`src/dtc_pkg.sv`:
```
// package: register map, field positions and modes of the dual timer/counter
package dtc_pkg;
	// register indices on the plain register port
	localparam logic [2:0] ADDR_MODE = 3'h0;
	localparam logic [2:0] ADDR_CTRL = 3'h1;
	localparam logic [2:0] ADDR_T0_LOW = 3'h2;
	localparam logic [2:0] ADDR_T0_HIGH = 3'h3;
	localparam logic [2:0] ADDR_T1_LOW = 3'h4;
	localparam logic [2:0] ADDR_T1_HIGH = 3'h5;
	localparam logic [2:0] ADDR_IRQ_MASK = 3'h6;
	// timer_mode_config fields
	localparam int MODE_GATE1_BIT = 7;
	localparam int MODE_SRC1_BIT = 6;
	localparam int MODE_FIELD1_LSB = 4;
	localparam int MODE_GATE0_BIT = 3;
	localparam int MODE_SRC0_BIT = 2;
	localparam int MODE_FIELD0_LSB = 0;
	// timer_control_reg fields
	localparam int CTRL_OVF1_BIT = 7;
	localparam int CTRL_RUN1_BIT = 6;
	localparam int CTRL_OVF0_BIT = 5;
	localparam int CTRL_RUN0_BIT = 4;
	// mode field codes
	localparam logic [1:0] MODE_PRESCALE13 = 2'h0;
	localparam logic [1:0] MODE_CASCADE16 = 2'h1;
	localparam logic [1:0] MODE_RELOAD8 = 2'h2;
	localparam logic [1:0] MODE_SPLIT = 2'h3;
	localparam logic [7:0] RESET_BYTE = 8'h00;
	localparam logic [4:0] PRESCALE_MAX = 5'h1f;
	localparam logic [7:0] BYTE_MAX = 8'hff;
	localparam logic [1:0] IRQ_MASK_RESET = 2'h0;
endpackage : dtc_pkg

```
`src/dtc_timer.sv`:
```
// file: dual timer/counter with mode, control, count and mask registers
`timescale 1ns/100ps

// Operation
// - mode 0: thirteen bits, high byte plus five
// - rollover to zero sets overflow flag
// - count only when run and gate allow, except split high byte: run bit one alone
// - setting run keeps count contents
// - gate select bits at mode bits 7, 3
// - bit 2 picks clock or count pin zero
// - bits 1..0 select timer zero mode
// - mode 1: sixteen-bit cascade, no prescaler
// - mode 2: low overflows reload from high
// - split: high byte uses timer one controls
// - timer one in mode 3 holds
// - overflow flag cleared by service or software
// - run bits changed only by software
// - bit 6 picks clock or count pin one
module dtc_timer (
	input wire logic sys_clk_in, // system clock, 50 MHz
	input wire logic rst_n_in, // synchronous reset, active low
	input wire logic [2:0] reg_addr_in, // register index
	input wire logic [7:0] reg_wdata_in, // write data
	input wire logic reg_wr_in, // write strobe
	input wire logic reg_rd_in, // read strobe
	input wire logic count_pin_zero_in, // external count pin, timer 0
	input wire logic count_pin_one_in, // external count pin, timer 1
	input wire logic external_gate_input_zero_in, // gate pin, timer 0
	input wire logic external_gate_input_one_in, // gate pin, timer 1
	input wire logic service_ack_zero_in, // interrupt serviced pulse, flag 0
	input wire logic service_ack_one_in, // interrupt serviced pulse, flag 1
	output logic [7:0] reg_rdata_out, // read data, cycle after read strobe
	output logic irq_out // level interrupt, unmasked flag set
);
	// ==========================================================
	// state
	typedef struct packed {
		logic [7:0] mode;
		logic run0;
		logic run1;
		logic ovf0;
		logic ovf1;
		logic [7:0] low0;
		logic [7:0] high0;
		logic [7:0] low1;
		logic [7:0] high1;
		logic [1:0] mask;
		logic [1:0] pin0_sync;
		logic [1:0] pin1_sync;
		logic pin0_prev;
		logic pin1_prev;
		logic [7:0] rdata;
		logic irq;
	} dtc_state_type;

	dtc_state_type st_q;
	dtc_state_type st_d;

	logic [1:0] mode0;
	logic [1:0] mode1;
	logic fall0;
	logic fall1;
	logic tick0;
	logic tick1;
	logic tick_split_high;
	logic en0;
	logic en1;
	logic [8:0] sum_low0;
	logic [8:0] sum_high0;
	logic [8:0] sum_low1;
	logic [8:0] sum_high1;
	logic ovf0_evt;
	logic ovf1_evt;
	logic wr_ctrl;
	logic [7:0] ctrl_view;

	assign mode0 = st_q.mode[dtc_pkg::MODE_FIELD0_LSB +: 2];
	assign mode1 = st_q.mode[dtc_pkg::MODE_FIELD1_LSB +: 2];
	// edge detectors read only the second synchroniser stage
	assign fall0 = st_q.pin0_prev & ~st_q.pin0_sync[1];
	assign fall1 = st_q.pin1_prev & ~st_q.pin1_sync[1];
	// gated count enables
	assign en0 = st_q.run0 & (~st_q.mode[dtc_pkg::MODE_GATE0_BIT]
		| external_gate_input_zero_in);
	assign en1 = st_q.run1 & (~st_q.mode[dtc_pkg::MODE_GATE1_BIT]
		| external_gate_input_one_in) & (mode1 != dtc_pkg::MODE_SPLIT);
	assign tick0 = en0 & (st_q.mode[dtc_pkg::MODE_SRC0_BIT] ? fall0 : 1'b1);
	assign tick1 = en1 & (st_q.mode[dtc_pkg::MODE_SRC1_BIT] ? fall1 : 1'b1);
	// split high byte: timer only, run by timer one run bit
	assign tick_split_high = (mode0 == dtc_pkg::MODE_SPLIT) & st_q.run1;
	assign sum_low0 = {1'b0, st_q.low0} + 9'h001;
	assign sum_high0 = {1'b0, st_q.high0} + 9'h001;
	assign sum_low1 = {1'b0, st_q.low1} + 9'h001;
	assign sum_high1 = {1'b0, st_q.high1} + 9'h001;
	assign wr_ctrl = reg_wr_in & (reg_addr_in == dtc_pkg::ADDR_CTRL);
	assign ctrl_view = {st_q.ovf1, st_q.run1, st_q.ovf0, st_q.run0, 4'h0};

	// ==========================================================
	// next state
	always_comb begin
		st_d = st_q;
		ovf0_evt = 1'b0;
		ovf1_evt = 1'b0;
		st_d.pin0_sync = {st_q.pin0_sync[0], count_pin_zero_in};
		st_d.pin1_sync = {st_q.pin1_sync[0], count_pin_one_in};
		st_d.pin0_prev = st_q.pin0_sync[1];
		st_d.pin1_prev = st_q.pin1_sync[1];

		// software writes first; counting below overrides count bytes on a tick
		if (reg_wr_in) begin
			unique case (reg_addr_in)
				dtc_pkg::ADDR_MODE: st_d.mode = reg_wdata_in;
				dtc_pkg::ADDR_CTRL: begin
					// run bits only from software; counts untouched
					st_d.run1 = reg_wdata_in[dtc_pkg::CTRL_RUN1_BIT];
					st_d.run0 = reg_wdata_in[dtc_pkg::CTRL_RUN0_BIT];
					st_d.ovf1 = reg_wdata_in[dtc_pkg::CTRL_OVF1_BIT];
					st_d.ovf0 = reg_wdata_in[dtc_pkg::CTRL_OVF0_BIT];
				end
				dtc_pkg::ADDR_T0_LOW: st_d.low0 = reg_wdata_in;
				dtc_pkg::ADDR_T0_HIGH: st_d.high0 = reg_wdata_in;
				dtc_pkg::ADDR_T1_LOW: st_d.low1 = reg_wdata_in;
				dtc_pkg::ADDR_T1_HIGH: st_d.high1 = reg_wdata_in;
				dtc_pkg::ADDR_IRQ_MASK: st_d.mask = reg_wdata_in[1:0];
				default: ;
			endcase
		end
		if (service_ack_zero_in) begin
			st_d.ovf0 = 1'b0;
		end
		if (service_ack_one_in) begin
			st_d.ovf1 = 1'b0;
		end

		// timer 0
		if (tick0) begin
			unique case (mode0)
				dtc_pkg::MODE_PRESCALE13: begin
					// low five bits prescale; upper three left as they are
					st_d.low0[4:0] = sum_low0[4:0];
					if (st_q.low0[4:0] == dtc_pkg::PRESCALE_MAX) begin
						st_d.high0 = sum_high0[7:0];
						ovf0_evt = sum_high0[8];
					end
				end
				dtc_pkg::MODE_CASCADE16: begin
					st_d.low0 = sum_low0[7:0];
					if (sum_low0[8]) begin
						st_d.high0 = sum_high0[7:0];
						ovf0_evt = sum_high0[8];
					end
				end
				dtc_pkg::MODE_RELOAD8: begin
					st_d.low0 = sum_low0[8] ? st_q.high0 : sum_low0[7:0];
					ovf0_evt = sum_low0[8];
				end
				dtc_pkg::MODE_SPLIT: begin
					st_d.low0 = sum_low0[7:0];
					ovf0_evt = sum_low0[8];
				end
			endcase
		end
		if (tick_split_high) begin
			st_d.high0 = sum_high0[7:0];
			ovf1_evt = sum_high0[8];
		end

		// timer 1 (mode 3 already held off by its enable)
		if (tick1) begin
			unique case (mode1)
				dtc_pkg::MODE_PRESCALE13: begin
					st_d.low1[4:0] = sum_low1[4:0];
					if (st_q.low1[4:0] == dtc_pkg::PRESCALE_MAX) begin
						st_d.high1 = sum_high1[7:0];
						// flag belongs to split high byte while timer 0 is split
						ovf1_evt = ovf1_evt | (sum_high1[8] & ~tick_split_high);
					end
				end
				dtc_pkg::MODE_CASCADE16: begin
					st_d.low1 = sum_low1[7:0];
					if (sum_low1[8]) begin
						st_d.high1 = sum_high1[7:0];
						ovf1_evt = ovf1_evt | (sum_high1[8] & ~tick_split_high);
					end
				end
				dtc_pkg::MODE_RELOAD8: begin
					st_d.low1 = sum_low1[8] ? st_q.high1 : sum_low1[7:0];
					ovf1_evt = ovf1_evt | (sum_low1[8] & ~tick_split_high);
				end
				default: ;
			endcase
		end

		// set wins over any clear in the same cycle
		if (ovf0_evt) begin
			st_d.ovf0 = 1'b1;
		end
		if (ovf1_evt) begin
			st_d.ovf1 = 1'b1;
		end

		st_d.irq = |({st_d.ovf1, st_d.ovf0} & st_d.mask);
		st_d.rdata = 8'h00;
		if (reg_rd_in) begin
			unique case (reg_addr_in)
				dtc_pkg::ADDR_MODE: st_d.rdata = st_q.mode;
				dtc_pkg::ADDR_CTRL: st_d.rdata = ctrl_view;
				dtc_pkg::ADDR_T0_LOW: st_d.rdata = st_q.low0;
				dtc_pkg::ADDR_T0_HIGH: st_d.rdata = st_q.high0;
				dtc_pkg::ADDR_T1_LOW: st_d.rdata = st_q.low1;
				dtc_pkg::ADDR_T1_HIGH: st_d.rdata = st_q.high1;
				dtc_pkg::ADDR_IRQ_MASK: st_d.rdata = {6'h00, st_q.mask};
				default: st_d.rdata = 8'h00;
			endcase
		end
	end

	// ==========================================================
	// registers
	always_ff @(posedge sys_clk_in) begin
		if (!rst_n_in) begin
			st_q <= '0;
		end else begin
			st_q <= st_d;
		end
	end

	assign reg_rdata_out = st_q.rdata;
	assign irq_out = st_q.irq;
endmodule // dtc_timer

```
`config.mk`:
```
export PLATFORM = sky130hd
export DESIGN_NAME = dtc_timer
export DESIGN_NICKNAME = d
export VERILOG_FILES = /design/src/dtc_pkg.sv /design/src/dtc_timer.sv
export SDC_FILE = /design/constraint.sdc
export NUM_CORES = 1
export LEC_CHECK = 0
export BUFFER_PORTS_ARGS = -buffer_cell sky130_fd_sc_hd__buf_2
export CAP_MARGIN = 10
export CORE_MARGIN = 8
export CORE_UTILIZATION = 45
export DETAILED_ROUTE_END_ITERATION = 16
export GPL_TIMING_DRIVEN = 0
export HOLD_SLACK_MARGIN = 0.05
export SETUP_SLACK_MARGIN = 0.05
export SYNTH_ARGS = -nofsm -noshare
export SYNTH_HDL_FRONTEND = slang
export SYNTH_SLANG_ARGS = --single-unit
```
`constraint.sdc`:
```
create_clock -name sys_clk_in -period 2.25 [get_ports sys_clk_in]
set_input_delay 0.3375 -clock sys_clk_in [delete_from_list [all_inputs] [get_ports sys_clk_in]]
set_output_delay 0.3375 -clock sys_clk_in [all_outputs]
set_load 0.03 [all_outputs]
```
### After elaboration in Yosys (flattened, before gate mapping)

Cells that the tools add are included.

* register bits: 61
* bits in writable memories: 0
* logic and storage cells: 107
* memories: 0
* latch bits: 0
* memory bits (read-only): 0

* div/mod/pow operators: 0
* shift operators: 0
* $add $sub $neg: 4
* reductions and logical operators: 14
* multipliers: 0
* bitwise operators: 20
* muxes and demuxes: 38
* equality and inequality tests: 14
* magnitude comparators: 0

Operators by type and width (number)
* $mux W8: 11
* $pmux W8 S7: 1
* $add A8 B1 Y9 const B: 4
* $mux W36: 1
* $mux W16: 2
* $pmux W8 S2: 2
* $pmux W5 S2: 2
* $mux W1: 13
* $pmux W3 S2: 2
* $and A1 B1 Y1: 10
* $eq A5 B5 Y1 const B: 2
* $eq A3 B3 Y1 const B: 3
* $reduce_and A2 Y1: 4
* $reduce_or A2 Y1: 4
* $eq A2 B2 Y1 const B: 3
* $eq A3 B2 Y1 const B: 2
* $pmux W1 S3: 2
* $not A1 Y1: 5
* $eq A2 B1 Y1 const B: 2
* $logic_not A2 Y1: 2
* $mux W2: 2
* $or A1 B1 Y1: 4
* $reduce_bool A2 Y1: 2
* $eq A3 B1 Y1 const B: 1
* 4 further kinds: 4

### Logic depth before layout (Yosys ltp)

Gate-level depths: netlist of run 1.

* depth in word-level cells: 11
* gate-level depth with buffers: 9
* depth with buffers taken out: 9

### Worst setup path after synthesis of run 1

OpenSTA, ideal clock, no wires.

* kind: flip-flop to flip-flop
* start: reg st_q[41] (netlist name)
* end: reg st_q[37] (netlist name)
* arrival: 1.860 ns
* buffers on the path: 1
* slack: 0.284 ns
* period minus slack after synthesis: 1.966 ns
* cell stages (with the launch flop): 10
* cell sequence: dfxtp_1 -> ha_1 -> and3_1 -> ha_1 -> nor2b_1 -> a31oi_1 -> o31a_1 -> buf_2 -> nand4_1 -> o311ai_0

* word-level cells in the longest chain between the ends: 5
* elaborated cells between the ends (all ways): 7
* classes of those cells: add/sub (1); eq/ne (1); mux (5)

RTL lines
* start, declared: line dtc_timer.sv:56 `dtc_state_type st_q;`
* start signal, assigned: line dtc_timer.sv:224 `st_q <= st_d;`
* $add A8 B1 Y9 / $eq A5 B5 Y1 (equally long branches): line dtc_timer.sv:91, dtc_timer.sv:141
* $mux W8 (on tied branches): line dtc_timer.sv:148, dtc_timer.sv:141
* $pmux W8 S2 (*): line dtc_timer.sv:137 `unique case (mode0)`
* $mux W16 (*): line dtc_timer.sv:136 `if (tick0) begin`
* $mux W8 (*): line dtc_timer.sv:163 `if (tick_split_high) begin`

Every way passes the cells marked *; elsewhere a longest branch is shown, timed or not.
A chain may end at the register's enable or synchronous reset.

### Worst setup path after layout of run 1

Same ends and word-level chain as after synthesis.

==> results of run 1 <==
[cell usage after synthesis, types with 3 or more instances]
library cell	number	area (sq um)
a222oi_1	3	30.0
o21ai_0	16	80.1
nand2b_1	5	31.3
dfxtp_1	61	1220
nor3b_1	3	22.5
a31oi_1	6	37.5
a22o_1	3	26.3
and4_1	3	26.3
xor2_1	8	70.1
ha_1	10	125
a21oi_1	19	95.1
xnor2_1	5	43.8
a211oi_1	7	52.6
o22a_1	9	78.8
o22ai_1	3	18.8
nor2b_1	9	56.3
o21a_1	3	22.5
nor3_1	5	25.0
mux2i_1	26	260
o211ai_1	3	22.5
buf_2	5	25.0
inv_1	9	33.8
a22oi_1	5	37.5
and2_1	11	68.8
nand3_1	22	110
nor2_1	45	169
buf_4	8	60.1
nand4_1	14	87.6
and3_1	10	62.6
mux2_2	15	169
a221oi_1	3	26.3
clkbuf_1	18	67.6
nand2_1	47	176
[kinds of logic (layout without fill, tap and decap cells)]
group / after synthesis / count (layout)
xor gates and xnor gates: 13 / 13
buffers and inverters: 42 / 88
and+or+nand+nor: 187 / 187
muxes: 42 / 42
AOI/OAI and AO/OA: 103 / 103
DFF: 61 / 61
adders and majority gates: 10 / 10
[stage by stage]
| step | cell area, sq um | TNS (ps) | power, mW | hold slack, ps | worst slack, ps |
|---|---|---|---|---|---|
| final | 4370 | 0 | 2.34 | 207 | 141 |
| after global routing | 4370 | 0 | 2.43 | 196 | 55.1 |
| after CTS | 4320 | 0 | 2.35 | 200 | 92.0 |
| after floorplan | 3840 | 0 | 1.31 | 412 | 284 |
| after detailed placement | 4100 | -193 | 1.41 | 426 | -68.6 |
| after global placement | 4100 | -150 | 1.41 | 427 | -59.7 |
[critical path, cell delays in order (launching register included)]
cell and delay (ps):
dfxtp_2 440, ha_4 200, and3_1 160, ha_1 160, nor2b_1 170, a31oi_2 80
o31a_1 340, buf_4 190, nand4_1 100, o311ai_0 120
[sequential cells by signal, indices dropped and copies added, names as in the netlist]
signal         cells
reg_rdata_out      8
ctrl_view          4
irq_out            1
st_q              40
st_d               4
mode0              2
mode1              2
[metal layers]
metal / global-route usage [%] / vias up / part of all wire [%]
met5: 0 / - / 0
met4: 8.41 / 0 / 2.2
met3: 3.39 / 24 / 6.4
met2: 32.5 / 144 / 45
met1: 29.8 / 1809 / 46
li1: - / 1767 / -
[layout make-up]
cell class	instances	area share [%]
multi-input combinational	355	56.4
sequential	61	28.1
clock buffer	16	4.36
timing repair buffer	30	3.67
buffer	32	3.64
tap	105	3.01
inverter	10	0.860
[final timing paths]
kind | from | to | cells past startpoint
setup / recovery | st_q[41] | st_q[37] | 9
hold / removal | count_pin_one_in | st_d[12] | 2
setup reg to reg | st_q[41] | st_q[37] | 9
hold reg to reg | st_d[12] | st_d[9] | 1
[timing repair]
item                                    CTS  global route
buffers inserted                          1             3
pin swaps                                 1             2
resized for setup                         5             7
endpoints found under the setup margin    8            17
hold buffers                              0             0
[report_power, final]
group	internal, mW	switching [mW]
logic	0.0928	0.157
clock network	0.523	0.426
registers	1.11	0.0373
total	1.72	0.620
==> out/qor.csv, run 1 <==
metric;value;unit
min cycle time layout;2110;ps
VDD IR max;289;uV
Leak Pwr;1.69;nW
YS warnings;0;
initial antenna violation count;0;
Post-Syn Area;3840;sq um
FF/Latch Area;1220;sq um
# diodes;0;
syn avg cell area;8.38;sq um
Layout Skew;14.9;ps
Worst-path clk slew;70;ps
Placer Congestion;0.912;
core area;8260;sq um
Root Buffer;clkbuf_8;
Crit path required time;2440;ps
vias per inst;6.15;
FFs w/ async S/R, synth;0;%
largest family of logic cells by synthesized area;simple AND/OR/NAND/NOR gates;
xor/xnor share of the synthesized area;2.97;%
post-route insts no fill;609;
clock sink count;61;
initial core utilization;46.5;%
GR Overflow Total;0;
Worst Path Max Fanout;10;
post-synthesis simple-gate area fraction;25.0;%
Crit path arrival time;2300;ps
Die Y;108;um
kind of critical path;reg -> reg;
DP Wirelength;8850;um
reg2reg setup slack;140;ps
final core occ;52.9;%
dpl cells;589;
Synth Area in Compound Gates;20.1;%
layout cells sized above 1;18.5;%
Final Hold Viols;0;
vias post-DR;3744;
routed len/inst;20.3;um
synthesis-to-finish area growth;13.8;%
Setup-failing EPs final;0;
Synth Area in Adders;3.26;%
footprint of the multi-input gates;2460;sq um
CP Launch Type;flip-flop;
Yosys cell types;65;
number of buffers created by CTS;9;
# DRC;0;
#FFs+latches synth;61;
most common cell after layout, fill and taps aside;dfxtp_1;
number of DRC markers after the initial detailed-route iteration;392;
H-tree depth;3;
max_cap viols;0;
Seq/Total Area, Yosys;31.8;%
final layout net count;530;
Max Freq;474;MHz
vias in the first global route;3530;
largest buffer count on any clock path;2;
DRT Wirelength;12300;um
Final ANT Viol Nets;0;
Skew-Pair Late Insertion Delay;340;ps
largest net degree at the start of global routing;11;
Pre-Repair DR Iteration Count;6;
outcome;finished clean;
commonest cells after routing, fill and taps aside;dfxtp_1, nand2_1, nor2_1, buf_2, mux2i_1;
Cell Pwr Density;537;nW/um^2
IO Port Bufs;26;
die area;11700;sq um
GRT Util Overall;21.5;%
Slew HR;42.4;%
unrepaired setup endpoints after global routing;no;
FP Rows;33;
fin crit share;93.7;%
Slew @ Worst Pin;857;ps
number of synthesized flops with an enable pin;0;
Top FF cell, synth;dfxtp_1;
Synthesized Nets;489;
mux contribution to synthesized area;11.8;%
fin. max-slew vios;0;
CP endpoint kind;flip-flop;
global-route wire length before repair;19400;um
IO Count;30;
Die Width;108;um
Post-Syn Instances;458;
Hold WC Path Type;in -> reg;
FILL cells;825;
TritonCTS clock tree;yes;
No activity file was read; power rests on OpenSTA's default activity.
==> run 2, diff against run 1 <==
--- a/config.mk
+++ b/config.mk
@@ -5,12 +5,11 @@
 export SDC_FILE = /design/constraint.sdc
 export NUM_CORES = 1
 export LEC_CHECK = 0
-export BUFFER_PORTS_ARGS = -buffer_cell sky130_fd_sc_hd__buf_2
+export BUFFER_PORTS_ARGS = -buffer_cell sky130_fd_sc_hd__buf_4
 export CAP_MARGIN = 10
 export CORE_MARGIN = 8
-export CORE_UTILIZATION = 45
+export CORE_UTILIZATION = 30
 export DETAILED_ROUTE_END_ITERATION = 16
-export GPL_TIMING_DRIVEN = 0
 export HOLD_SLACK_MARGIN = 0.05
 export SETUP_SLACK_MARGIN = 0.05
 export SYNTH_ARGS = -nofsm -noshare
==> run 2 against run 1 <==
  * Final area rose by 3.5%
  * Die area rose by 42%
  * Core utilization shrank 17 points
  * Largest cell class unchanged
  * Highest routed layer unchanged
==> out/qor.csv, run 2 (synthesis gave the netlist of run 1 again) <==
metric;value;unit;change
min-delay src;count_pin_one_in;;
VDD IR max;260;uV;-10%
Crit path required time;2420;ps;-20 ps
H-tree depth;3;;unchanged
Worst Setup Slack, final;150;ps;+9.60 ps
Die Y;129;um;+19%
Setup-failing EPs final;0;;unchanged
number of buffers created by CTS;9;;unchanged
dpl cells;646;;+9.7%
largest buffer count on any clock path;2;;unchanged
vias post-DR;3554;;-5.1%
Root Buffer;clkbuf_16;;
# DRC;0;;unchanged
layout cells sized above 1;18.9;%;+0.44 points
CP Launch Type;flip-flop;;
crit-path cells;ha_2 > and3_1 > ha_1 > nor2b_1 > a31oi_2 > o31a_1 > buf_4 > nand4_1 > o311ai_0;;
Final ANT Viol Nets;0;;unchanged
commonest cells after routing, fill and taps aside;dfxtp_1, buf_4, nand2_1, nor2_1, mux2i_1;;
Worst Path Max Fanout;6;;-4
number of DRC markers after the initial detailed-route iteration;352;;-10%
FILL cells;1289;;+56%
post-route insts no fill;659;;+8.2%
initial antenna violation count;0;;unchanged
Pre-Repair DR Iteration Count;5;;-1
IO Port Bufs;29;;+12%
reg2reg setup slack;150;ps;about the same
Max stage delay cell, worst path;dfxtp_1;;
Placer Congestion;0.922;;+1.1%
GRT Util Overall;15.1;%;-6.3 points
Worst-path clk slew;50;ps;-20 ps
routed len/inst;18.5;um;-8.8%
Setup TNS;0;ps;unchanged
Bufs and invs on worst path;1;;unchanged
Skew-Pair Late Insertion Delay;330;ps;about the same
Critical R2R Launch;st_q[42];;
die area;16700;sq um;+42%
Biggest register;st_q;;
clock sink count;61;;unchanged
most common cell after layout, fill and taps aside;dfxtp_1;;
TritonCTS clock tree;yes;;
IO Count;30;;unchanged
DP Wirelength;8850;um;about the same
# diodes;0;;unchanged
max reg flops;40;;unchanged
CP endpoint kind;flip-flop;;
number of cells on the worst hold path;2;;unchanged
FP Rows;41;;+24%
vias per inst;5.39;;-12%
Worst Hold End;st_d[12];;
DRT Wirelength;12200;um;-1.3%
Hold WC Path Type;in -> reg;;
postcts setup bufs;0;;-1
unrepaired setup endpoints after global routing;no;;
max_cap viols;0;;unchanged
synthesis-to-finish area growth;17.8;%;
post-place setup slack;191;ps;+260 ps
outcome;finished clean;;
core area;12600;sq um;+52%
Critical Path Max Stage Delay;430;ps;about the same
vias in the first global route;3437;;-2.6%
Reg2Reg Depth;9;;unchanged
Die Width;129;um;+19%
kind of critical path;reg -> reg;;
Max Freq;476;MHz;+0.46%
initial core utilization;30.5;%;-16 points
fin. max-slew vios;0;;unchanged
min cycle time layout;2100;ps;-9.60 ps
Final Hold Viols;0;;unchanged
GR Overflow Total;0;;unchanged
fin crit share;93.3;%;-0.43 points
Top delay family on crit path;compound AO/OA/AOI/OAI gates;;
global-route wire length before repair;19400;um;+0.14%
Cell Pwr Density;581;nW/um^2;+8.2%
r2r endpoint;st_q[37];;
Crit path arrival time;2270;ps;-30 ps
Leak Pwr;1.74;nW;+2.6%
largest net degree at the start of global routing;37;;+26
Slew HR;53.3;%;+11 points
final layout net count;516;;-2.6%
Layout Skew;6.77;ps;-8.09 ps
WP depth;9;;unchanged
Slew @ Worst Pin;699;ps;-159 ps
## run 2: changes by cell type in the layout (fill, tap and decap cells not counted), moves of 3 or more
cell,previous run,this run
buf_2,30,0
buf_4,13,48
clkbuf_1,21,0
clkbuf_16,0,9
clkbuf_8,13,1
clkinv_2,0,3
dfxtp_1,58,61
dfxtp_2,3,0
## run 2: report_power, final
group	internal, mW	total, mW	switching [mW]
Sequential	1.11	1.14	0.0349
Combinational	0.105	0.255	0.150
Clock	0.749	1.23	0.478
## run 2: timing repair
action                     in CTS  in global routing
gates resized for setup         0                  3
hold buffers                    0                  0
setup endpoints to repair       0                  4
## run 2: final cells by class
cell class	instances	area, sq um	area share (%)
Multi-Input combinational cell	355	2430	53.8
Sequential cell	61	1220	27.0
Timing Repair Buffer	48	360	7.97
Clock buffer	10	239	5.29
Tap cell	172	215	4.76
Inverter	10	37.5	0.831
Clock inverter	3	15.0	0.332
## run 2: per-stage QoR
stage / instance area [sq um] / hold WS (ps) / power, mW / util [%]
3_3_place_gp: 4260 / 417 / 1.42 / 33.9
4_1_cts: 4510 / 210 / 2.65 / 35.9
5_1_grt: 4520 / 231 / 2.74 / 36.0
3_5_place_dp: 4260 / 418 / 1.42 / 33.9
2_1_floorplan: 3840 / 412 / 1.31 / -
6_report: 4520 / 213 / 2.63 / 36.0
## run 2: worst max path at each step
stage / from / endpoint / slack (ps)
6_report: st_q[42] / st_q[37] / 150
5_1_grt: st_q[42] / st_q[37] / 40
4_1_cts: st_q[42] / irq_out / 160
3_5_place_dp: st_q[42] / st_q[36] / 190
3_3_place_gp: st_q[42] / st_q[34] / 210
2_1_floorplan: st_q[41] / st_q[37] / 280
## run 2: layer usage
layer	GRT usage [%]	wire [um]	vias to the layer above	part of all wire (%)
met5	0	0	-	0
met4	4.70	232	0	1.9
met3	3.29	739	23	6.1
met2	23.7	5530	107	45
met1	20.3	5690	1689	47
li1	-	-	1735	-
